## src/rtl/hdtf_pkg.sv

```systemverilog
package hdtf_pkg;

    ////////////////////////////////////////////////////////////////////////
    // Host port geometry
    localparam int NUM_PORTS = 4;
    localparam int ADDR_W = 11;
    localparam int OFF_W = 9;
    localparam int DATA_W = 8;

    ////////////////////////////////////////////////////////////////////////
    // Register offsets inside one port window (port n adds n * 0x200)
    localparam logic [8:0] OFF_CTRL = 9'h110;
    localparam logic [8:0] OFF_WM_SEL = 9'h187;
    localparam logic [8:0] OFF_LATCHED = 9'h191;
    localparam logic [8:0] OFF_MASK = 9'h1A1;
    localparam logic [8:0] OFF_LIVE = 9'h1B1;
    localparam logic [8:0] OFF_FREE = 9'h1B3;
    localparam logic [8:0] OFF_FIFO = 9'h1B4;

    ////////////////////////////////////////////////////////////////////////
    // Field positions
    localparam int EV_W = 4;
    localparam int LIVE_EMPTY_BIT = 3;
    localparam int LIVE_FULL_BIT = 2;
    localparam int LIVE_BELOW_BIT = 1;
    localparam int LIVE_SPACE_BIT = 0;
    localparam int EV_UNDERRUN_BIT = 3;
    localparam int EV_MSG_DONE_BIT = 2;
    localparam int EV_WM_CROSS_BIT = 1;
    localparam int EV_SPACE_BIT = 0;
    localparam int CTRL_FILL_BIT = 3;
    localparam int CTRL_EOM_BIT = 2;
    localparam int WM_SEL_W = 2;

    ////////////////////////////////////////////////////////////////////////
    // FIFO sizing and watermark levels
    localparam int FIFO_DEPTH = 64;
    localparam int PTR_W = 6;
    localparam int CNT_W = 7;
    localparam logic [6:0] FIFO_DEPTH_CNT = 7'h40;
    localparam logic [6:0] WM_LEVEL_0 = 7'h04;
    localparam logic [6:0] WM_LEVEL_1 = 7'h10;
    localparam logic [6:0] WM_LEVEL_2 = 7'h20;
    localparam logic [6:0] WM_LEVEL_3 = 7'h30;

    ////////////////////////////////////////////////////////////////////////
    // Line bytes
    localparam logic [7:0] ABORT_BYTE = 8'hFE;
    localparam logic [7:0] FLAG_BYTE = 8'h7E;
    localparam logic [7:0] IDLE_BYTE = 8'hFF;

    ////////////////////////////////////////////////////////////////////////
    // Values after reset
    localparam logic [3:0] LATCHED_RST = 4'h0;
    localparam logic [3:0] MASK_RST = 4'h0;
    localparam logic [1:0] WM_SEL_RST = 2'h0;
    localparam logic [1:0] CTRL_RST = 2'h0;
    localparam logic BELOW_PREV_RST = 1'b1;
    localparam logic SPACE_PREV_RST = 1'b1;
    localparam logic [7:0] RDATA_RST = 8'h00;

endpackage

```

## src/rtl/hdtf_fifo.sv

```systemverilog
`timescale 1ns/1ps
module hdtf_fifo
    import hdtf_pkg::*;
(
    // Clock and reset
    input wire logic clock_i,
    input wire logic resetn_i,
    // Fill side
    input wire logic push_i,
    input wire logic [8:0] push_data_i,
    // Drain side
    input wire logic pop_i,
    output logic [8:0] head_o,
    // Level
    output logic [6:0] count_o,
    output logic empty_o,
    output logic full_o
);

    // Byte plus end-of-message tag per entry
    logic [8:0] mem [0:FIFO_DEPTH-1];
    logic [5:0] wr_ptr, next_wr_ptr;
    logic [5:0] rd_ptr, next_rd_ptr;
    logic [6:0] count, next_count;
    logic do_push, do_pop;

    ////////////////////////////////////////////////////////////////////////
    // Push ignored when full, pop ignored when empty
    always_comb begin
        do_push = push_i && (count != FIFO_DEPTH_CNT);
        do_pop = pop_i && (count != 7'h00);
        next_wr_ptr = do_push ? wr_ptr + 6'h01 : wr_ptr;
        next_rd_ptr = do_pop ? rd_ptr + 6'h01 : rd_ptr;
        next_count = count;
        if (do_push && !do_pop) begin
            next_count = count + 7'h01;
        end else if (do_pop && !do_push) begin
            next_count = count - 7'h01;
        end
    end

    // Pointer and level registers
    always_ff @(posedge clock_i or negedge resetn_i) begin
        if (!resetn_i) begin
            wr_ptr <= 6'h00;
            rd_ptr <= 6'h00;
            count <= 7'h00;
        end else begin
            wr_ptr <= next_wr_ptr;
            rd_ptr <= next_rd_ptr;
            count <= next_count;
        end
    end

    // Storage, no reset needed
    always_ff @(posedge clock_i) begin
        if (do_push) begin
            mem[wr_ptr] <= push_data_i;
        end
    end

    // Status straight from the level register
    assign head_o = mem[rd_ptr];
    assign count_o = count;
    assign empty_o = (count == 7'h00);
    assign full_o = (count == FIFO_DEPTH_CNT);

endmodule

```

## src/rtl/hdtf_byte_src.sv

```systemverilog
`timescale 1ns/1ps
module hdtf_byte_src
    import hdtf_pkg::*;
(
    // Clock and reset
    input wire logic clock_i,
    input wire logic resetn_i,
    // Request from the bit engine
    input wire logic pop_i,
    input wire logic empty_i,
    input wire logic underrun_i,
    input wire logic [8:0] head_i,
    input wire logic fill_sel_i,
    // Byte towards the bit engine
    output logic [7:0] tx_byte_o,
    output logic tx_eom_o
);

    logic [7:0] tx_byte, next_tx_byte;
    logic tx_eom, next_tx_eom;

    ////////////////////////////////////////////////////////////////////////
    // Byte choice on each request: data, one abort, or fill
    always_comb begin
        next_tx_byte = tx_byte;
        next_tx_eom = tx_eom;
        if (pop_i) begin
            next_tx_eom = 1'b0;
            if (!empty_i) begin
                next_tx_byte = head_i[7:0];
                next_tx_eom = head_i[8];
            end else if (underrun_i) begin
                next_tx_byte = ABORT_BYTE;
            end else begin
                next_tx_byte = fill_sel_i ? IDLE_BYTE : FLAG_BYTE;
            end
        end
    end

    // Output byte register
    always_ff @(posedge clock_i or negedge resetn_i) begin
        if (!resetn_i) begin
            tx_byte <= FLAG_BYTE;
            tx_eom <= 1'b0;
        end else begin
            tx_byte <= next_tx_byte;
            tx_eom <= next_tx_eom;
        end
    end

    assign tx_byte_o = tx_byte;
    assign tx_eom_o = tx_eom;

endmodule

```

## src/rtl/hdtf_top.sv

```systemverilog
`timescale 1ns/1ps
module hdtf_top
    import hdtf_pkg::*;
(
    // Clock and reset
    input wire logic clock_i,
    input wire logic resetn_i,
    // Host parallel port
    input wire logic [10:0] host_addr_i,
    input wire logic host_wr_i,
    input wire logic host_rd_i,
    input wire logic [7:0] host_wdata_i,
    output logic [7:0] host_rdata_o,
    // Interrupt, active low
    output logic int_n_o,
    // Bit engine side, one lane per port
    input wire logic [3:0] tx_pop_i,
    input wire logic [3:0] msg_sent_i,
    output logic [31:0] tx_byte_o,
    output logic [3:0] tx_eom_o,
    output logic [3:0] tx_abort_o
);

    ////////////////////////////////////////////////////////////////////////
    // Address split
    // Bits 10:9 pick one of four port windows, each 0x200 wide,
    // so one offset decode serves every copy below
    logic [1:0] host_port;
    logic [8:0] host_off;
    // Per-port readback and interrupt request
    logic [7:0] port_rdata [0:NUM_PORTS-1];
    logic [3:0] port_irq;
    // Read strobe history
    logic host_rd_q, next_host_rd_q;
    // Read data holding register
    // Holds until the next read start
    logic [7:0] rdata, next_rdata;
    // Interrupt output register
    logic int_n, next_int_n;

    assign host_port = host_addr_i[10:9];
    assign host_off = host_addr_i[8:0];

    ////////////////////////////////////////////////////////////////////////
    // per-port copies
    genvar p;
    generate
        for (p = 0; p < NUM_PORTS; p = p + 1) begin : g_port
            // Decoded write strobes
            logic sel;
            logic wr_ctrl, wr_wm, wr_lat, wr_mask, wr_fifo;
            // Software state
            logic [3:0] latched, next_latched;
            logic [3:0] mask, next_mask;
            logic [1:0] wm_sel, next_wm_sel;
            logic [1:0] ctrl, next_ctrl;
            // Edge history and message tracking
            // History starts at the idle level of an empty FIFO, so
            // leaving reset never looks like a rising edge
            logic below_prev, next_below_prev;
            logic space_prev, next_space_prev;
            logic in_msg, next_in_msg;
            logic abort_q, next_abort_q;
            // FIFO view
            logic [8:0] head;
            logic [6:0] count;
            logic empty, full;
            // Derived live state
            logic [6:0] wm_level;
            logic below, space;
            logic [6:0] free_cnt;
            logic [3:0] live;
            logic [3:0] ev_set;
            logic underrun, pop_data;

            ////////////////////////////////////////////////////////////////
            // Strobes for this port window
            // Offsets never overlap, so at most one strobe is high
            always_comb begin
                sel = (host_port == 2'(p));
                wr_ctrl = host_wr_i && sel && (host_off == OFF_CTRL);
                wr_wm = host_wr_i && sel && (host_off == OFF_WM_SEL);
                wr_lat = host_wr_i && sel && (host_off == OFF_LATCHED);
                wr_mask = host_wr_i && sel && (host_off == OFF_MASK);
                wr_fifo = host_wr_i && sel && (host_off == OFF_FIFO);
            end

            ////////////////////////////////////////////////////////////////
            // Transmit byte storage
            // Entry bit 8 carries the end marker seen at write time
            // write enqueues byte
            hdtf_fifo u_fifo (
                .clock_i(clock_i),
                .resetn_i(resetn_i),
                .push_i(wr_fifo),
                .push_data_i({ctrl[CTRL_EOM_BIT-2], host_wdata_i}),
                .pop_i(tx_pop_i[p]),
                .head_o(head),
                .count_o(count),
                .empty_o(empty),
                .full_o(full)
            );

            ////////////////////////////////////////////////////////////////
            // Live conditions, pure functions of the level
            // No history here: these bits follow the level each cycle
            always_comb begin
                case (wm_sel)
                    2'h0: wm_level = WM_LEVEL_0;
                    2'h1: wm_level = WM_LEVEL_1;
                    2'h2: wm_level = WM_LEVEL_2;
                    default: wm_level = WM_LEVEL_3;
                endcase
                below = (count < wm_level);
                space = !full;
                // free space
                // Reads 64 when empty and 0 when full
                free_cnt = FIFO_DEPTH_CNT - count;
                live = 4'h0;
                live[LIVE_EMPTY_BIT] = empty;
                live[LIVE_FULL_BIT] = full;
                live[LIVE_BELOW_BIT] = below;
                live[LIVE_SPACE_BIT] = space;
            end

            ////////////////////////////////////////////////////////////////
            // Event sources
            // Each source is a one-cycle pulse, the latch keeps it
            always_comb begin
                pop_data = tx_pop_i[p] && !empty;
                // empty mid-message
                // An idle pop outside a message only gives fill
                underrun = tx_pop_i[p] && empty && in_msg;
                ev_set = 4'h0;
                ev_set[EV_UNDERRUN_BIT] = underrun;
                ev_set[EV_MSG_DONE_BIT] = msg_sent_i[p];
                ev_set[EV_WM_CROSS_BIT] = below && !below_prev;
                ev_set[EV_SPACE_BIT] = space && !space_prev;
            end

            ////////////////////////////////////////////////////////////////
            // Next values of this port's registers
            always_comb begin
                // hold, clear ones, set wins
                // An event landing on the clear cycle survives, so the
                // host never loses an event it has not yet seen
                next_latched = (latched & ~(wr_lat ? host_wdata_i[3:0] : 4'h0)) | ev_set;
                // Mask keeps low nibble only
                // Upper four bits are not stored and read back zero
                next_mask = wr_mask ? host_wdata_i[3:0] : mask;
                next_wm_sel = wr_wm ? host_wdata_i[1:0] : wm_sel;
                // Only fill select and end marker are kept
                next_ctrl = ctrl;
                if (wr_ctrl) begin
                    next_ctrl = host_wdata_i[CTRL_FILL_BIT:CTRL_EOM_BIT];
                end else if (wr_fifo && !full) begin
                    next_ctrl[CTRL_EOM_BIT-2] = 1'b0;
                end
                next_below_prev = below;
                next_space_prev = space;
                // Inside a message until its tagged byte leaves
                // An untagged byte opens a message, the tagged one closes it
                // After an underrun the lane stays idle until new data
                next_in_msg = in_msg;
                if (pop_data) begin
                    next_in_msg = !head[8];
                end else if (underrun) begin
                    next_in_msg = 1'b0;
                end
                // Abort flag pulses once beside the abort byte
                next_abort_q = underrun;
            end

            always_ff @(posedge clock_i or negedge resetn_i) begin
                if (!resetn_i) begin
                    latched <= LATCHED_RST;
                    mask <= MASK_RST;
                    wm_sel <= WM_SEL_RST;
                    ctrl <= CTRL_RST;
                    below_prev <= BELOW_PREV_RST;
                    space_prev <= SPACE_PREV_RST;
                    in_msg <= 1'b0;
                    abort_q <= 1'b0;
                end else begin
                    latched <= next_latched;
                    mask <= next_mask;
                    wm_sel <= next_wm_sel;
                    ctrl <= next_ctrl;
                    below_prev <= next_below_prev;
                    space_prev <= next_space_prev;
                    in_msg <= next_in_msg;
                    abort_q <= next_abort_q;
                end
            end

            ////////////////////////////////////////////////////////////////
            // Byte source towards the bit engine
            hdtf_byte_src u_src (
                .clock_i(clock_i),
                .resetn_i(resetn_i),
                .pop_i(tx_pop_i[p]),
                .empty_i(empty),
                .underrun_i(underrun),
                .head_i(head),
                .fill_sel_i(ctrl[CTRL_FILL_BIT-2]),
                .tx_byte_o(tx_byte_o[8*p+7:8*p]),
                .tx_eom_o(tx_eom_o[p])
            );
            assign tx_abort_o[p] = abort_q;

            ////////////////////////////////////////////////////////////////
            // mask gates each event
            // One request per port, any of them pulls the pin low
            assign port_irq[p] = |(latched & mask);

            ////////////////////////////////////////////////////////////////
            // Readback mux, unmapped offsets read zero
            // Write-only data port reads zero like any unused offset
            always_comb begin
                case (host_off)
                    OFF_CTRL: port_rdata[p] = {4'h0, ctrl, 2'h0};
                    OFF_WM_SEL: port_rdata[p] = {6'h00, wm_sel};
                    OFF_LATCHED: port_rdata[p] = {4'h0, latched};
                    OFF_MASK: port_rdata[p] = {4'h0, mask};
                    // live bits from present level only
                    OFF_LIVE: port_rdata[p] = {4'h0, live};
                    OFF_FREE: port_rdata[p] = {1'b0, free_cnt};
                    default: port_rdata[p] = 8'h00;
                endcase
            end
        end
    endgenerate

    ////////////////////////////////////////////////////////////////////////
    // Host read capture and interrupt summary
    always_comb begin
        next_host_rd_q = host_rd_i;
        next_rdata = rdata;
        // sample once at start of read
        // The port mux moves with the FIFO level during a long read,
        // so only the first cycle of a read is captured
        if (host_rd_i && !host_rd_q) begin
            next_rdata = port_rdata[host_port];
        end
        // low while any unmasked event pends
        // Registered so the pin never glitches on decode changes
        next_int_n = !(|port_irq);
    end

    // Host side registers
    always_ff @(posedge clock_i or negedge resetn_i) begin
        if (!resetn_i) begin
            host_rd_q <= 1'b0;
            rdata <= RDATA_RST;
            int_n <= 1'b1;
        end else begin
            host_rd_q <= next_host_rd_q;
            rdata <= next_rdata;
            int_n <= next_int_n;
        end
    end

    assign host_rdata_o = rdata;
    assign int_n_o = int_n;

endmodule

```

## config.mk

```make
export PLATFORM = sky130hd
export DESIGN_NAME = hdtf_top
export DESIGN_NICKNAME = d
export VERILOG_FILES = /design/src/rtl/hdtf_pkg.sv /design/src/rtl/hdtf_fifo.sv /design/src/rtl/hdtf_byte_src.sv /design/src/rtl/hdtf_top.sv
export SDC_FILE = /design/constraint.sdc
export NUM_CORES = 2
export LEC_CHECK = 0
export ABC_AREA = 1
export BUFFER_PORTS_ARGS = -buffer_cell sky130_fd_sc_hd__buf_2
export CELL_PAD_IN_SITES_DETAIL_PLACEMENT = 0
export CELL_PAD_IN_SITES_GLOBAL_PLACEMENT = 1
export CORE_ASPECT_RATIO = 0.6
export CORE_MARGIN = 3
export CORE_UTILIZATION = 35
export DETAILED_ROUTE_END_ITERATION = 6
export PLACE_DENSITY = 0.61
export REMOVE_ABC_BUFFERS = 1
export SYNTH_ARGS = -nofsm -noshare
export SYNTH_HDL_FRONTEND = slang
export SYNTH_SLANG_ARGS = --single-unit
export TNS_END_PERCENT = 5
```

## constraint.sdc

```tcl
create_clock -name clock_i -period 5.7 [get_ports clock_i]
set_input_delay 1.14 -clock clock_i [delete_from_list [all_inputs] [get_ports clock_i]]
set_output_delay 1.14 -clock clock_i [all_outputs]
set_load 0.02 [all_outputs]
```

* Word-level counts from Yosys, hierarchy flattened *
Memories as Yosys holds them, arrays and structs flattened.
Cells that the tools add are included.

word-level totals
  bits in registers = 186
  memory bits (writable) = 2304
  input port bits = 31
  output and inout port bits = 49
  logic and storage cells = 315
  memories = 4

cells by class
  add/sub/neg operators = 20
  order comparisons = 5
  equal/unequal tests = 26
  multiplexer cells = 63
  bitwise gates (word level) = 17
  reduce and logical (&&, ||, !) cells = 121

memories
  memory                depth  width  read ports  clocked after memory_dff  write ports  RTL line         source
  g_port[0].u_fifo.mem  64     9      1           0                         1            hdtf_fifo.sv:21  logic [8:0] mem [0:FIFO_DEPTH-1];
  g_port[1].u_fifo.mem  64     9      1           0                         1            hdtf_fifo.sv:21
  g_port[2].u_fifo.mem  64     9      1           0                         1            hdtf_fifo.sv:21
  g_port[3].u_fifo.mem  64     9      1           0                         1            hdtf_fifo.sv:21

operator list
  operator               count
  $pmux W7 S6            4
  $mux W8                14
  $pmux W6 S3            4
  $logic_and A1 B1 Y1    65
  $eq A9 B9 Y1 const B   7
  $mux W7                8
  $add A6 B1 Y6 const B  8
  $and A4 B4 Y4          8
  $logic_not A1 Y1       30
  $add A7 B1 Y7 const B  4
  $eq A7 B7 Y1 const B   4
  $logic_not A7 Y1       4
  $lt A7 B7 Y1           4
  $mux W1                28
  $ne A7 B7 Y1 const B   4
  $reduce_bool A7 Y1     4
  $sub A7 B1 Y7 const B  4
  $sub A7 B7 Y7 const A  4
  $reduce_bool A2 Y1     12
  $bmux W8 S2            1
  $mux W4                4
  $not A4 Y4             4
  $or A4 B4 Y4           4
  $reduce_or A16 Y1      1
  other kinds (5)        18

* Longest topological paths before layout *
  depth after elaboration = 8
  mapped depth = 19
  mapped depth without buffers = 19

* By module *
Synthesis repeated with hierarchy kept, for this count alone.

unflattened totals
  cell total of the unflattened synthesis = 10220
  area, all modules = 107172.8 µm²

by module, submodules not included
  module                            times used  cells an instance  area each (µm²)  seq. area each (µm²)
  hdtf_fifo (g_port[0].u_fifo ...)  3           2339               25233.0          17772.0
  hdtf_fifo (g_port[3].u_fifo)      1           2339               25254.2          17772.0
  hdtf_top                          1           668                4643.2           1838.0
  hdtf_byte_src                     4           49                 394.1            232.7

* Worst setup path after synthesis *
Ideal clock, no wire load.

  kind = input to register
  start = input host_addr_i[9]
  end = register g_port[3].u_fifo.count[6]
  library setup time = 0.083 ns
  arrival = 3.346 ns
  data required time = 5.617 ns
  slack = 2.271 ns
  cell stages on the path = 16
  path buffers = 1
  path through = buf_4 > clkinv_1 > nor3_4 > nand3_2 > inv_1 > ha_1 > inv_1 > fa_1 > nand3_1 > nand3_1 > nand2_1 > nand2_1 > a21oi_1 > xor2_1 > nand2_1 > o21ai_0

on the way
  longest elaborated chain between the ends = 7
  elaborated cells on any way between the ends = 9
  classes of those cells = 1 x eq/ne; 1 x mux; 7 x reduce/logical

RTL lines
  what                                  RTL line         source
  from (decl)                           hdtf_top.sv:9    input wire logic [10:0] host_addr_i,
  $eq A2 B2 Y1 (*)                      hdtf_top.sv:80   sel = (host_port == 2'(p));
  $logic_and A1 B1 Y1 (*) (2 in a row)  hdtf_top.sv:85   wr_fifo = host_wr_i && sel && (host_off == OFF_FIFO);
  $logic_and A1 B1 Y1 (*)               hdtf_fifo.sv:30  do_push = push_i && (count != FIFO_DEPTH_CNT);
  via g_port[3].u_fifo.do_push          hdtf_fifo.sv:25  logic do_push, do_pop;
  $logic_not A1 Y1                      hdtf_fifo.sv:37  end else if (do_pop && !do_push) begin
  $logic_and A1 B1 Y1                   hdtf_fifo.sv:37
  $reduce_bool A2 Y1 (no line)          n/a
  to (signal assigned)                  hdtf_fifo.sv:51  count <= next_count;
  to (decl)                             hdtf_fifo.sv:24  logic [6:0] count, next_count;

Mark *: on every way through the listed nets, which the timed path passes. The rest lies on a longest branch.
A chain may end at the register's enable or synchronous reset.

* Worst setup path after layout *
  start = register g_port[0].u_fifo.count[0]
  end = register g_port[0].u_fifo.count[5]

on the way
  longest elaborated chain between the ends = 5
  elaborated cells on any way between the ends = 13
  classes of those cells = 2 x add/sub; 1 x eq/ne; 2 x mux; 8 x reduce/logical

RTL lines
  what                                                                   RTL line
  from (decl)                                                            hdtf_fifo.sv:24
  from (signal assigned)                                                 hdtf_fifo.sv:51
  parallel branches: the longest is 5 deep, another holds $sub A7 B1 Y7  n/a

Parallel ways; which one is timed is not known. The select of a mux whose other input is x is not followed.

==> results by group <==
Setup path
  – Crit Path Class: reg2reg
  – CP cell instances: inv_1 -> ha_1 -> nand3_1 -> inv_1 -> nor2_1 -> buf_4 -> inv_1 -> ha_1 -> inv_1 -> ha_1 -> a21oi_1 -> nand2_1 -> nand2_1 -> nand2_1 -> nand2_1 -> a21oi_1 -> o21ai_0 -> o21ai_0
  – Crit path capture type: flop
  – Delay of the slowest critical-path stage: 470 ps
  – Slowest CP cell: ha_1
  – CP startpoint kind: flop
  – Critical Path RT: 6480 ps
  – Max FO, Critical Path: 15
  – Arrival time at the worst endpoint: 4930 ps

Timing
  – Max-slew violations: 0
  – Final Hold Fails: 0
  – Setup Skew: 53.1 ps
  – RSZ-0062 raised after global routing: no
  – Achievable frequency: 241 MHz
  – Hold WS: 187 ps
  – Max_slew headroom: 8.50%
  – Min Tclk post-route: 4150 ps
  – Fin crit share: 72.9%
  – Final setup fails: 0
  – Slew @ Worst Pin: 1370 ps

Clocking
  – Hold Buf Count CTS: 0
  – H-tree depth: 4
  – Resize count post-CTS: 0
  – CTS tree: yes
  – Root Driver: clkbuf_16
  – Clock buffer depth: 4
  – Clk slew on worst S/H paths: 70 ps
  – CTS Buf Count: 235
  – CTS Sinks: 2,489
  – Worst-skew pair later-pin latency: 900 ps
  – Post-CTS Setup Inserts: 0

Layout
  – FILL cells: 28,297
  – Layout area overhead: 11.6%
  – Final Util: 39.4%
  – Layout cells sized above 1: 7.78%
  – Layout Nets: 9,310

GRT
  – GRT Overall Usage: 20.4%
  – Vias in the first global route: 67,397
  – GRT Residual Overflow: 0
  – Initial antenna violation count: 10
  – Global-route wire length before repair: 459,000 um
  – Largest net degree at the start of global routing: 214

Power and ir drop
  – Leak Pwr: 41.3 nW
  – Maximum VDD drop: 0.450 mV
  – Power Density: 475 mW/mm^2
  – Power, Total: 0.0550 W

Floorplan
  – Die X: 709 um
  – Initial core utilization: 35.3%
  – Die Area: 0.303 sq mm
  – Die Y: 428 um
  – Core ar.: 0.294 sq mm
  – IO Pins: 80
  – Num rows: 154

Route
  – Vias: 69,759
  – DR pass1 iterations: 7
  – Metal-1 WL: 151,000 um
  – Routed length on met2: 130,000 um
  – Via/cell ratio: 5.24
  – Post-route antenna net violation count: 0
  – Met3 WL: 27,900 um
  – WL final: 316,000 um
  – WL/cell: 23.7 um
  – Initial DRC count: 8,256
  – Remaining DRCs: 2
  – Highest Signal Layer: met4

Synth
  – Synth area leaders: edfxtp_1, nor2_1, nand2_1
  – Register bit total from synthesis: 2,489
  – Syn Inst Count: 9,266
  – Synth unique cells: 48
  – Mapped Area: 0.104 sq mm
  – Post-synth top area share: 66.7%
  – Synthesis Warnings: 0
  – EDFF count, synth: 2,304
  – Post-Syn Area per Cell: 11.2 sq um
  – Synth top cells by count: edfxtp_1, nor2_1, nand2_1, nand3_1, o21ai_0
  – Fraction of registers with async set/reset: 7.43%
  – Cell with the most instances after synthesis: edfxtp_1
  – Top FF cell, synth: edfxtp_1
  – Yosys top cell by area: edfxtp_1
  – Sequential share of the synthesized area: 71.2%

Flow run
  – Max_cap viols: 0

Run status
  – Failing checks: DRC
  – Status: finished with violations

Placement
  – PortBufs: 78
  – RD Place Congestion: 0.885
  – Dpl hpwl: 194,000 um

Hold path
  – Min-Delay Path Class: in2async
[per-stage QoR]
step           setup TNS [ps]  cell area, sq um  setup slack [ps]  cells
4_1_cts                     0            116000              1480  13316
3_5_place_dp                0            108000              1010  12894
2_1_floorplan         -180840            101000             -4020   8762
5_1_grt                     0            116000              1160  13318
3_3_place_gp                0            108000              1090  12894
6_report                    0            116000              1550  13320
[placed cells by master (no fill, tap or decap), types with 16 or more instances in the layout]
| cell type | instances |
|---|---|
| dfrtp_1 | 140 |
| clkinv_1 | 49 |
| xor2_1 | 40 |
| dfstp_2 | 33 |
| nand2_1 | 1667 |
| o21ai_0 | 917 |
| buf_2 | 69 |
| o211ai_1 | 50 |
| clkbuf_1 | 46 |
| clkbuf_16 | 237 |
| inv_1 | 302 |
| nand3_2 | 16 |
| nor2_1 | 1843 |
| nand3_1 | 1012 |
| or2_2 | 61 |
| buf_4 | 128 |
| clkinv_2 | 49 |
| edfxtp_1 | 2304 |
| buf_12 | 26 |
| ha_1 | 44 |
| o21ai_1 | 16 |
| a21oi_1 | 182 |
| nor3_1 | 21 |
| bufinv_16 | 19 |
[where the power goes]
part	internal [W]	switching (W)	leakage (nW)	total [W]
Clock	0.00862	0.00698	3.64	0.0156
Combinational	0.00485	0.0134	14.2	0.0183
Sequential	0.0204	0.000787	23.4	0.0212
[registers in the layout (all words and copies together) (netlist names), 4 cells and up]
register / cells
g_port.in_msg: 4
g_port.u_fifo.rd_ptr: 24
g_port.u_fifo.mem: 2304
g_port.wm_sel: 8
g_port.abort_q: 4
g_port.ctrl: 8
g_port.u_src.tx_byte_o: 32
g_port.u_fifo.count_o: 28
host_rdata_o: 7
g_port.latched: 16
g_port.u_src.tx_eom_o: 4
g_port.mask: 16
g_port.below_prev: 4
g_port.u_fifo.wr_ptr: 24
g_port.space_prev: 4
[critical path: cells and delay by family (launching register included)]
family / cells / cell delay [ps]
adders and majority gates: 3 / 1140
DFF: 1 / 410
buffers and inverters: 5 / 1160
AOI/OAI and AO/OA: 4 / 470
and+or+nand+nor: 6 / 830
[layout make-up]
type                    count  area, sq um  share of cell area, %
flip-flops and latches   2489        73900                   63.8
multi-input cells        5946        26400                   22.8
clock buffers             296         6280                   5.42
well taps                3900         4880                   4.21
repair buffers            232         1960                   1.69
inverters                 327         1260                   1.09
clock inverters           126         1110                  0.959
diodes                      4         10.0                0.00864
[worst paths after layout]
check,from,endpoint,slack [ps],depth (start not counted)
hold reg to reg,g_port[0].u_src.tx_eom_o,g_port[0].u_src.tx_eom_o,480,2
min in group clock_i,host_rd_i,host_rd_q,370,1
setup reg to reg,g_port[0].u_fifo.count_o[0],g_port[0].u_fifo.count_o[5],1550,18
hold / removal,resetn_i,g_port[3].u_fifo.count_o[4],190,1
setup / recovery,g_port[0].u_fifo.count_o[0],g_port[0].u_fifo.count_o[5],1550,18
max in group asynchronous,resetn_i,g_port[1].u_fifo.rd_ptr[0],4550,2
[cell families (layout without fill, tap and decap cells)]
kind of cell,count (synthesis),in the layout,synth area share [%]
AOI/OAI and AO/OA,1188,1188,5.91
other,1,5,0.00361
adders and majority gates,48,48,0.608
xor gates and xnor gates,44,44,0.371
DFF,2489,2489,71.2
buffers and inverters,831,981,3.38
and+or+nand+nor,4665,4665,18.6
[layer usage]
layer / vias to the layer above / global-route usage (%)
li1: 32000 / -
met5: - / 0
met2: 2646 / 28.8
met1: 34719 / 31.4
met4: 0 / 4.48
met3: 394 / 4.81
Note: power is estimated with default switching activity, not from simulation.
